--- src/design/tuning_defs.svh ---
// tuning_defs.svh: offsets, field widths, reset values and timing counts
// of the tuning up/down counter; assumes a 100 MHz system clock.
`ifndef TUNING_DEFS_SVH
`define TUNING_DEFS_SVH

// ----------------------------------------------------------------------
// widths
// ----------------------------------------------------------------------
`define CODE_W        19
`define BAND_W        3
`define SB_W          2
`define NUM_BANDS     5
`define NUM_SW        4
`define DIGITS_W      24
`define TMR_W         26

// ----------------------------------------------------------------------
// rates and times, each in its own unit as given
// ----------------------------------------------------------------------
`define CLK_HZ        100000000
`define REF_HZ        5000000
`define STEP_HZ       100
`define FAST_HZ_PER_S 20000
`define SLOW_HZ_PER_S 400
`define DEBOUNCE_US   5000
`define HOLD_MS       500

// ----------------------------------------------------------------------
// derived cycle counts
// ----------------------------------------------------------------------
`define REF_CYC     (`CLK_HZ / `REF_HZ)
`define CMP_DIV     (`REF_HZ / `STEP_HZ)
`define DEBOUNCE_CYC (`DEBOUNCE_US * (`CLK_HZ / 1000000))
`define HOLD_CYC    (`HOLD_MS * (`CLK_HZ / 1000))
`define FAST_CYC    (`CLK_HZ / (`FAST_HZ_PER_S / `STEP_HZ))
`define SLOW_CYC    (`CLK_HZ / (`SLOW_HZ_PER_S / `STEP_HZ))

// ----------------------------------------------------------------------
// band edges in 100 Hz counts, bands 0..4, plain defaults
// ----------------------------------------------------------------------
`define BAND_LO_DEF {19'd280000, 19'd210000, 19'd140000, 19'd70000, 19'd35000}
`define BAND_HI_DEF {19'd297000, 19'd214500, 19'd143500, 19'd73000, 19'd40000}
`define WRAP_SPAN   19'h003E8

// ----------------------------------------------------------------------
// reset values
// ----------------------------------------------------------------------
`define RST_BAND    3'h0
`define RST_SB      2'h0

`endif

--- src/design/tuning_pkg.sv ---
// tuning_pkg.sv: types shared by the tuning counter design.
// assumes tuning_defs.svh supplies all numbers.
package tuning_pkg;

  // stepping sequencer states, one-hot
  typedef enum logic [2:0] {
    ST_IDLE  = 3'b001,
    ST_DELAY = 3'b010,
    ST_RUN   = 3'b100
  } step_state_t;

endpackage

--- src/design/tuning_updown_counter.sv ---
// tuning_updown_counter.sv: operator tuning switches to synthesizer
// programming code, band-edge handling, references and readout digits.
// assumes switch, band and sideband inputs are raw pins; clk is 100 MHz.
//
// Overview of operation
// - fast switch up raises, down lowers code
// - up past top edge wraps below edge
// - down past bottom holds lowest band count
// - slow switch same behaviour, slower rate
// - fixed hold delay before continuous stepping
// - brief press moves exactly one step
// - step goes up or down, never both
// - counter value is major loop code
// - readout decoder follows major loop code
// - six decimal digits, 100 Hz resolution
// - reference divided to 100 Hz comparison tick
// - frequency set only by divider load
// - minor loop setting from sideband and band
// - both loops timed from one 5 MHz reference
// - fast stepping about 20 kHz per second
// - slow stepping about 400 Hz per second
`include "tuning_defs.svh"
`timescale 1ns/1ps
`default_nettype none

module tuning_updown_counter
  import tuning_pkg::*;
#(
  parameter int unsigned               DEBOUNCE_CYC = `DEBOUNCE_CYC,
  parameter int unsigned               HOLD_CYC     = `HOLD_CYC,
  parameter int unsigned               FAST_CYC     = `FAST_CYC,
  parameter int unsigned               SLOW_CYC     = `SLOW_CYC,
  parameter int unsigned               CMP_DIV      = `CMP_DIV,
  parameter logic [5*`CODE_W-1:0]      BAND_LO      = `BAND_LO_DEF,
  parameter logic [5*`CODE_W-1:0]      BAND_HI      = `BAND_HI_DEF
) (
  input  wire logic                    clk,
  input  wire logic                    rst_n,
  input  wire logic                    fast_up,
  input  wire logic                    fast_down,
  input  wire logic                    slow_up,
  input  wire logic                    slow_down,
  input  wire logic [`BAND_W-1:0]      band_sel,
  input  wire logic [`SB_W-1:0]        sideband_sel,
  output logic      [`CODE_W-1:0]      prog_code_q,
  output logic                         prog_load_q,
  output logic      [`BAND_W+`SB_W-1:0] minor_sel_q,
  output logic                         ref_tick_q,
  output logic                         cmp_tick_q,
  output logic      [`DIGITS_W-1:0]    digits_q,
  output logic                         digits_valid_q
);

  // ----------------------------------------------------------------------
  // helpers
  // ----------------------------------------------------------------------
  // band edge lookup; out-of-range band codes fall back to band 0
  function automatic logic [`CODE_W-1:0] edge_of(
    input logic [5*`CODE_W-1:0] tbl,
    input logic [`BAND_W-1:0]   b
  );
    logic [`BAND_W-1:0] i;
    i = (b < `BAND_W'(`NUM_BANDS)) ? b : `BAND_W'(0);
    edge_of = tbl[i*`CODE_W +: `CODE_W];
  endfunction

  // one double-dabble step: correct all six digits, then shift in b
  function automatic logic [`DIGITS_W-1:0] dabble(input logic [`DIGITS_W-1:0] v, input logic b);
    logic [`DIGITS_W-1:0] r;
    r = v;
    for (int d = 0; d < 6; d++) begin
      if (r[d*4 +: 4] > 4'h4) begin
        r[d*4 +: 4] = r[d*4 +: 4] + 4'h3;
      end
    end
    dabble = {r[`DIGITS_W-2:0], b};
  endfunction

  // ----------------------------------------------------------------------
  // switch synchronisers and debouncers
  // ----------------------------------------------------------------------
  logic [`NUM_SW-1:0] sw_raw;
  logic [`NUM_SW-1:0] sw_s1_q;
  logic [`NUM_SW-1:0] sw_s2_q;
  logic [`NUM_SW-1:0] sw_db_q;

  assign sw_raw = {slow_down, slow_up, fast_down, fast_up};

  // two flops per pin; the first is read only by the second
  always_ff @(posedge clk) begin
    if (!rst_n) begin
      sw_s1_q <= '0;
      sw_s2_q <= '0;
    end else begin
      sw_s1_q <= sw_raw;
      sw_s2_q <= sw_s1_q;
    end
  end

  // a level is accepted only after it stood unchanged for the full
  // debounce time, so contact bounce never yields a second step
  for (genvar g = 0; g < `NUM_SW; g++) begin : g_db
    logic [`TMR_W-1:0] cnt_q;
    always_ff @(posedge clk) begin
      if (!rst_n) begin
        cnt_q      <= '0;
        sw_db_q[g] <= 1'b0;
      end else if (sw_s2_q[g] == sw_db_q[g]) begin
        cnt_q <= '0;
      end else if (cnt_q >= `TMR_W'(DEBOUNCE_CYC - 1)) begin
        cnt_q      <= '0;
        sw_db_q[g] <= sw_s2_q[g];
      end else begin
        cnt_q <= cnt_q + `TMR_W'(1);
      end
    end
  end

  // ----------------------------------------------------------------------
  // band and sideband pins
  // ----------------------------------------------------------------------
  logic [`BAND_W-1:0] band_s1_q;
  logic [`BAND_W-1:0] band_q;
  logic [`BAND_W-1:0] band_prev_q;
  logic [`SB_W-1:0]   sb_s1_q;
  logic [`SB_W-1:0]   sb_q;

  // switch positions settle slowly, so plain double flopping suffices
  always_ff @(posedge clk) begin
    if (!rst_n) begin
      band_s1_q   <= `RST_BAND;
      band_q      <= `RST_BAND;
      band_prev_q <= `RST_BAND;
      sb_s1_q     <= `RST_SB;
      sb_q        <= `RST_SB;
    end else begin
      band_s1_q   <= band_sel;
      band_q      <= band_s1_q;
      band_prev_q <= band_q;
      sb_s1_q     <= sideband_sel;
      sb_q        <= sb_s1_q;
    end
  end

  // minor loop setting picked from band and sideband
  always_ff @(posedge clk) begin
    if (!rst_n) begin
      minor_sel_q <= {`RST_BAND, `RST_SB};
    end else begin
      minor_sel_q <= {band_q, sb_q};
    end
  end

  // ----------------------------------------------------------------------
  // reference and comparison ticks
  // ----------------------------------------------------------------------
  logic [7:0]        ref_cnt_q;
  logic [`TMR_W-1:0] cmp_cnt_q;

  // the 5 MHz reference tick paces both loops
  always_ff @(posedge clk) begin
    if (!rst_n) begin
      ref_cnt_q  <= '0;
      ref_tick_q <= 1'b0;
    end else if (ref_cnt_q == 8'(`REF_CYC - 1)) begin
      ref_cnt_q  <= '0;
      ref_tick_q <= 1'b1;
    end else begin
      ref_cnt_q  <= ref_cnt_q + 8'h01;
      ref_tick_q <= 1'b0;
    end
  end

  // fixed division of the reference sets the 100 Hz step size
  always_ff @(posedge clk) begin
    if (!rst_n) begin
      cmp_cnt_q  <= '0;
      cmp_tick_q <= 1'b0;
    end else begin
      cmp_tick_q <= 1'b0;
      if (ref_tick_q) begin
        if (cmp_cnt_q >= `TMR_W'(CMP_DIV - 1)) begin
          cmp_cnt_q  <= '0;
          cmp_tick_q <= 1'b1;
        end else begin
          cmp_cnt_q <= cmp_cnt_q + `TMR_W'(1);
        end
      end
    end
  end

  // ----------------------------------------------------------------------
  // stepping sequencer
  // ----------------------------------------------------------------------
  logic        want_up;
  logic        want_dn;
  logic        fast_held;
  step_state_t state_q;
  logic [`TMR_W-1:0] tmr_q;
  logic        dir_up_q;
  logic        step_up_q;
  logic        step_dn_q;

  // both directions at once is treated as no request
  assign want_up   = (sw_db_q[0] | sw_db_q[2]) & ~(sw_db_q[1] | sw_db_q[3]);
  assign want_dn   = (sw_db_q[1] | sw_db_q[3]) & ~(sw_db_q[0] | sw_db_q[2]);
  assign fast_held = sw_db_q[0] | sw_db_q[1];

  // a press steps once at once, then waits out the hold delay; only a
  // switch still held after it gets continuous stepping at its rate
  always_ff @(posedge clk) begin
    if (!rst_n) begin
      state_q   <= ST_IDLE;
      tmr_q     <= '0;
      dir_up_q  <= 1'b0;
      step_up_q <= 1'b0;
      step_dn_q <= 1'b0;
    end else begin
      step_up_q <= 1'b0;
      step_dn_q <= 1'b0;
      unique case (state_q)
        ST_IDLE: begin
          tmr_q <= '0;
          if (want_up || want_dn) begin
            dir_up_q  <= want_up;
            step_up_q <= want_up;
            step_dn_q <= want_dn;
            state_q   <= ST_DELAY;
          end
        end
        ST_DELAY: begin
          if (dir_up_q ? !want_up : !want_dn) begin
            state_q <= ST_IDLE;
          end else if (tmr_q >= `TMR_W'(HOLD_CYC - 1)) begin
            tmr_q   <= '0;
            state_q <= ST_RUN;
          end else begin
            tmr_q <= tmr_q + `TMR_W'(1);
          end
        end
        ST_RUN: begin
          if (dir_up_q ? !want_up : !want_dn) begin
            state_q <= ST_IDLE;
          end else if (tmr_q >= `TMR_W'((fast_held ? FAST_CYC : SLOW_CYC) - 1)) begin
            tmr_q     <= '0;
            step_up_q <= dir_up_q;
            step_dn_q <= !dir_up_q;
          end else begin
            tmr_q <= tmr_q + `TMR_W'(1);
          end
        end
        default: begin
          state_q <= ST_IDLE;
        end
      endcase
    end
  end

  // ----------------------------------------------------------------------
  // up/down counter and divider load
  // ----------------------------------------------------------------------
  logic [`CODE_W-1:0] lo_edge;
  logic [`CODE_W-1:0] hi_edge;

  assign lo_edge = edge_of(BAND_LO, band_q);
  assign hi_edge = edge_of(BAND_HI, band_q);

  // a band change restarts at the bottom of the new band; the count is
  // the divider ratio itself, one count per 100 Hz
  always_ff @(posedge clk) begin
    if (!rst_n) begin
      prog_code_q <= BAND_LO[`CODE_W-1:0];
      prog_load_q <= 1'b0;
    end else if (band_q != band_prev_q) begin
      prog_code_q <= lo_edge;
      prog_load_q <= 1'b1;
    end else if (step_up_q) begin
      prog_load_q <= 1'b1;
      if (prog_code_q >= hi_edge) begin
        prog_code_q <= hi_edge - `WRAP_SPAN;
      end else begin
        prog_code_q <= prog_code_q + `CODE_W'(1);
      end
    end else if (step_dn_q) begin
      prog_load_q <= 1'b1;
      if (prog_code_q <= lo_edge) begin
        prog_code_q <= lo_edge;
      end else begin
        prog_code_q <= prog_code_q - `CODE_W'(1);
      end
    end else begin
      prog_load_q <= 1'b0;
    end
  end

  // ----------------------------------------------------------------------
  // readout decoder
  // ----------------------------------------------------------------------
  logic [`CODE_W-1:0]   bin_q;
  logic [`DIGITS_W-1:0] bcd_q;
  logic [4:0]           bit_cnt_q;
  logic                 busy_q;

  // each load restarts the conversion; loads are far slower than the
  // nineteen cycles a conversion needs, so digits never lag long
  always_ff @(posedge clk) begin
    if (!rst_n) begin
      bin_q          <= BAND_LO[`CODE_W-1:0]; // converts the reset code first
      bcd_q          <= '0;
      bit_cnt_q      <= '0;
      busy_q         <= 1'b1;
      digits_q       <= '0;
      digits_valid_q <= 1'b0;
    end else if (prog_load_q) begin
      bin_q          <= prog_code_q;
      bcd_q          <= '0;
      bit_cnt_q      <= '0;
      busy_q         <= 1'b1;
      digits_valid_q <= 1'b0;
    end else if (busy_q) begin
      bcd_q     <= dabble(bcd_q, bin_q[`CODE_W-1]);
      bin_q     <= {bin_q[`CODE_W-2:0], 1'b0};
      bit_cnt_q <= bit_cnt_q + 5'h01;
      if (bit_cnt_q == 5'(`CODE_W - 1)) begin
        busy_q <= 1'b0;
      end
    end else if (!digits_valid_q) begin
      digits_q       <= bcd_q;
      digits_valid_q <= 1'b1;
    end
  end

endmodule // tuning_updown_counter

`default_nettype wire

--- config.mk ---
export PLATFORM = sky130hd
export DESIGN_NAME = tuning_updown_counter
export DESIGN_NICKNAME = d
export VERILOG_FILES = /design/src/design/tuning_pkg.sv /design/src/design/tuning_updown_counter.sv
export VERILOG_INCLUDE_DIRS = /design/src /design/src/design
export SDC_FILE = /design/constraint.sdc
export NUM_CORES = 1
export LEC_CHECK = 0
export BUFFER_PORTS_ARGS = -buffer_cell sky130_fd_sc_hd__buf_2
export CORE_MARGIN = 4
export CORE_UTILIZATION = 67
export DETAILED_ROUTE_END_ITERATION = 8
export GPL_ROUTABILITY_DRIVEN = 0
export GPL_TIMING_DRIVEN = 0
export HOLD_SLACK_MARGIN = 0.08
export PLACE_DENSITY = 0.86
export SLEW_MARGIN = 30
export SYNTH_ARGS = -nofsm -noshare
export SYNTH_HDL_FRONTEND = slang
export SYNTH_SLANG_ARGS = --single-unit
--- constraint.sdc ---
create_clock -name clk -period 6.1 [get_ports clk]
set_input_delay 1.22 -clock clk [delete_from_list [all_inputs] [get_ports clk]]
set_output_delay 1.22 -clock clk [all_outputs]
set_load 0.02 [all_outputs]
# == Yosys cells after proc, flatten, opt, wreduce, memory -nomap -nowiden ==
# Index checks and enable logic that the tools add are counted.
# word_totals
register_bits,296
input_bits,11
out_inout_bits,52
elab_cells,164
# op_classes
add_sub_neg,18
n_mul,1
magnitude_cmp,16
n_eq_ne,15
n_shift,2
muxes,42
bitwise,15
reduce_logical,22
# ops
op,n
indexed part select 95 x 9 -> 19 bit (first input constant),2
adder 26 x 1 -> 26 bit (second input constant),6
two-way mux 19 bit,7
two-way mux 26 bit,5
>= comparator 26 x 19 -> 1 bit (second input constant),4
case mux 26 bit (3 select lines),1
>= comparator 26 x 16 -> 1 bit (second input constant),1
>= comparator 26 bit,1
>= comparator 26 bit (second input constant),1
subtractor 25 x 1 -> 26 bit (second input constant),1
two-way mux 25 bit,1
greater-than comparator 4 x 3 -> 1 bit (second input constant),6
adder 4 x 2 -> 4 bit (second input constant),5
two-way mux 4 bit,5
adder 19 x 1 -> 19 bit (second input constant),1
>= comparator 19 bit,1
less-or-equal comparator 19 bit,1
subtractor 19 x 1 -> 19 bit (second input constant),1
subtractor 19 x 10 -> 19 bit (second input constant),1
two-way mux 3 bit,6
two-way mux 1 bit,14
AND reduction 2 bit,6
OR reduction 3 bit,4
NOT 1 bit,10
other kinds (24),40

# == Longest topological paths before layout ==
# logic_depth
ltp_word,9
mapped_depth,16
depth_no_buf,14

# == Worst setup path after synthesis ==
# No wires, ideal clock.
# synth_timing
path_type,flip-flop to flip-flop
from,reg band_q[2]
to,reg prog_code_q[5]
setup_time_ns,0.079
arrival_time_ns,3.695
required_ns,6.021
slack_ns,2.326
path_stages_with_launch,16
n_path_buf,2
synth_period_minus_slack_ns,3.774
path_cell_list,dfxtp_1 > clkbuf_1 > nand2b_1 > ha_1 > nor4bb_4 > buf_6 > inv_2 > ha_1 > and3_1 > a221oi_1 > o21ai_0 > maj3_2 > o22ai_4 > mux2_2 > a221o_1 > o211ai_1
# synth_via
elab_chain_len,9
elab_cells_between_ends,15
classes_between,1 x add/sub; 1 x mul; 3 x order compare; 1 x eq/ne; 2 x shift; 6 x mux; 1 x reduce/logical
# synth_rtl
item,line,source
"start, declared",tuning_updown_counter.sv:123,logic [`BAND_W-1:0] band_q;
"start signal, assigned",tuning_updown_counter.sv:132,band_q <= `RST_BAND;
"start signal, assigned",tuning_updown_counter.sv:138,band_q <= band_s1_q;
less-than comparator 3 bit,tuning_updown_counter.sv:63,i = (b < `BAND_W'(`NUM_BANDS)) ? b : `BAND_W'(0);
two-way mux 3 bit,tuning_updown_counter.sv:63,
multiplier 3 x 5 -> 8 bit (no source line),n/a,
indexed part select 95 x 9 -> 19 bit,tuning_updown_counter.sv:64,edge_of = tbl[i*`CODE_W +: `CODE_W];
less-or-equal comparator 19 bit,tuning_updown_counter.sv:286,if (prog_code_q <= lo_edge) begin
two-way mux 19 bit,tuning_updown_counter.sv:286,
two-way mux 19 bit,tuning_updown_counter.sv:284,end else if (step_dn_q) begin
two-way mux 19 bit,tuning_updown_counter.sv:277,end else if (step_up_q) begin
two-way mux 19 bit,tuning_updown_counter.sv:274,end else if (band_q != band_prev_q) begin
"end signal, assigned",tuning_updown_counter.sv:275,prog_code_q <= lo_edge;
"end signal, assigned",tuning_updown_counter.sv:280,prog_code_q <= hi_edge - `WRAP_SPAN;
"end signal, assigned",tuning_updown_counter.sv:287,prog_code_q <= lo_edge;
"end, declared",tuning_updown_counter.sv:45,"output logic [`CODE_W-1:0] prog_code_q,"
# Parallel ways exist; a longest one is shown, timed or not. The select of a mux whose other input is x is not followed.
# A chain may end at the register's enable or synchronous reset.

# == Worst setup path after layout ==
# layout_timing
from,reg band_q[2]
to,reg prog_code_q[12]
# The elaborated chain is that of the path after synthesis.

==> results.json <==
{
  "fin_util": 0.7633,
  "die_y_um": 153.9,
  "first_iter_violations": 1183,
  "muxShareOfSynthArea": 0.03940,
  "finalCritPeriodShare": 0.7715,
  "finalNetCount": 1856,
  "synth-edff-count": 0,
  "drtPass1Iterations": 5,
  "synth_simple_gate_area_share": 0.2334,
  "clock-root-buffer": "clkbuf_16",
  "vdd.ir_drop.worst_mv": 0.2150,
  "cts_setup_buffers": 0,
  "cp.arrival_ns": 5.14,
  "hold_buffers": 0,
  "grt_pass1_vias": 11700,
  "r2r_start": "band_q[2]",
  "antenna_left": 0,
  "worstHoldEndpoint": "sw_s2_q[2]",
  "worst_pin_slew_ns": 0.8411,
  "fmax_mhz": 212.5,
  "vias": 12210,
  "finClkSkew_ns": 0.01318,
  "gr-max-usage-layer": "met2",
  "met1_usage": 0.3487,
  "coreArea_um2": 20960,
  "fin_cells": 2069,
  "cp.required_ns": 6.54,
  "htree_levels": 1,
  "p_per_area_nw_per_um2": 276.5,
  "syn_area_per_cell_um2": 8.631,
  "r2r-end": "prog_code_q[12]",
  "seq_area_um2": 5866,
  "grt_pass1_wl_mm": 54.65,
  "drt-vias-per-instance": 5.902,
  "grt.overflow.total": 0,
  "slew_violations": 0,
  "synth.area.top_cells": "dfxtp_1 (41%), nor2_1 (6.8%), ha_1 (6.4%)",
  "dp.final_hpwl_mm": 22.61,
  "rsz0062_at_grt": "false",
  "cp-end-kind": "flip-flop",
  "hold_viol": 0,
  "yosysTopAreaCellShare": 0.4114,
  "ys_seq_area_frac": 0.4114,
  "rrSetupSlack_ns": 1.39,
  "synth_xor_area_frac": 0.09889,
  "met3_usage": 0.04503,
  "ys.flop_type": "dfxtp_1",
  "antenna_found_initial": 0,
  "drive_above_1_share": 0.09365,
  "cts_tree": "done",
  "final_common_cell": "dfxtp_1",
  "met2_usage": 0.4573,
  "synth_cell_types": 80,
  "synth_top_family_by_area": "simple AND/OR/NAND/NOR gates",
  "setup_tns_ns": 0,
  "final_cell_mix": "dfxtp_1 (293), nor2_1 (258), nand2_1 (169), xor2_1 (91), a21oi_1 (83)",
  "critPathKind": "flip-flop to flip-flop",
  "totalWireLength_mm": 32.93,
  "synth_warnings": 0,
  "start_kind": "flip-flop",
  "slew_headroom": 0.4350,
  "row_count": 53,
  "clkSinkCount": 293,
  "synth_compound_area_frac": 0.1157,
  "ys_ff_latch": 293,
  "period_minus_slack_ns": 4.706,
  "ff2ff_path_depth": 14,
  "hold_path_class": "flip-flop to flip-flop",
  "leakagePower_nw": 6.496,
  "status": "finished, final reports clean",
  "cts-buffers-inserted": 30,
  "cts.clk_slew.worst_paths_ns": 0.06,
  "cts_resized": 0,
  "grt_max_degree": 16,
  "nFillCells": 1520,
  "io_buffers": 61,
  "holdWs_ns": 0.4337,
  "cp_max_fo": 12,
  "dp_cells": 2015,
  "insertion_delay_ns": 0.56,
  "die_width_um": 153.9,
  "start_util": 0.6804,
  "syn_area_um2": 14260,
  "drt-wirelength-per-cell_um": 15.92,
  "synth_top_area_cell": "dfxtp_1",
  "min_delay_path_depth": 1,
  "cts_buffer_depth": 3,
  "setup_viol": 0,
  "drv_cap": 0,
  "io_pins": 63,
  "synthAdderAreaFrac": 0.06485,
  "multi_input_area_um2": 7979,
  "drc_errors": 0,
  "async_reset_ff_frac": 0,
  "diodes": 0,
  "syn2layout_area_growth_pct": 12.18,
  "synth_cells": 1652,
  "dieArea_um2": 23680,
  "hp-start": "sw_s1_q[2]",
  "grtUsageTotal": 0.2696
}
## routing by layer
metal / part of all wire / vias up
met5: 0 / -
met1: 0.42 / 5721
li1: - / 5924
met2: 0.48 / 443
met4: 0.033 / 0
met3: 0.073 / 123
## worst max path at each step
stage,from,endpoint,cells after the start
6_report,band_q[2],prog_code_q[12],14
5_1_grt,band_q[2],prog_code_q[18],16
4_1_cts,band_q[2],prog_code_q[3],15
3_5_place_dp,band_q[2],prog_code_q[3],15
3_3_place_gp,band_q[2],prog_code_q[18],16
2_1_floorplan,band_q[2],prog_code_q[5],15
## worst max-delay path: stages (launching register included)
cell and delay (ns):
dfxtp_1 0.37, clkbuf_1 0.33, nand2b_1 0.41, clkinv_1 0.51
ha_1 0.43, nor2_1 0.27, inv_1 0.15, ha_1 0.31
inv_1 0.03, or4_1 0.56, o22ai_4 0.36, buf_6 0.22
mux2i_1 0.23, o22ai_1 0.10, a211oi_1 0.32
## power by group
| group | switching [W] | total, W | internal (W) | leakage [nW] |
|---|---|---|---|---|
| Clock | 0.000744 | 0.00181 | 0.00106 | 0.485 |
| Sequential | 0.0000469 | 0.00201 | 0.00197 | 2.38 |
| Combinational | 0.000386 | 0.000603 | 0.000217 | 3.63 |
| Total | 0.00118 | 0.00442 | 0.00325 | 6.50 |
## synthesized netlist by cell type, types with 30 or more instances
| cell | n |
|---|---|
| ha_1 | 73 |
| dfxtp_1 | 293 |
| nand3_1 | 67 |
| clkbuf_1 | 44 |
| xnor2_1 | 70 |
| inv_1 | 43 |
| mux2i_1 | 46 |
| nand2_1 | 169 |
| and3_1 | 40 |
| nor2_1 | 258 |
| a21oi_1 | 83 |
| o21ai_0 | 55 |
| nand4_1 | 30 |
| xor2_1 | 91 |
## metrics by stage
step	setup WS (ns)	area, µm²	power (W)
2_1_floorplan	2.326	14360	0.002474
3_3_place_gp	1.674	15010	0.002610
3_5_place_dp	1.594	15010	0.002629
4_1_cts	1.566	16000	0.004424
5_1_grt	1.275	16000	0.004572
6_report	1.394	16000	0.004422
## flip-flops by register name, indices dropped and copies added, names as in the netlist, 4 cells and up
name	count
g_db.cnt_q	104
bcd_q	24
digits_q	24
prog_code_q	19
bit_cnt_q	5
bin_q	19
sw_s2_q	4
cmp_cnt_q	26
sw_db_q	4
ref_cnt_q	8
tmr_q	26
sw_s1_q	4
## logic make-up after synthesis
logic type,count (synthesis)
xor+xnor,161
mux,55
buf+inv,118
compound gates,253
fa+ha+maj,74
other cells,1
simple gates,697
flops,293
## cell type report
class                      count  area share
inverter                      46     0.01079
buffer                        72     0.02143
timing repair buffer          61     0.01909
sequential                   293      0.3667
clock buffer                  43     0.05374
tap                          275     0.02151
multi-input combinational   1268      0.4988
clock inverter                11    0.007901
Note: power is estimated with default switching activity, not from simulation.
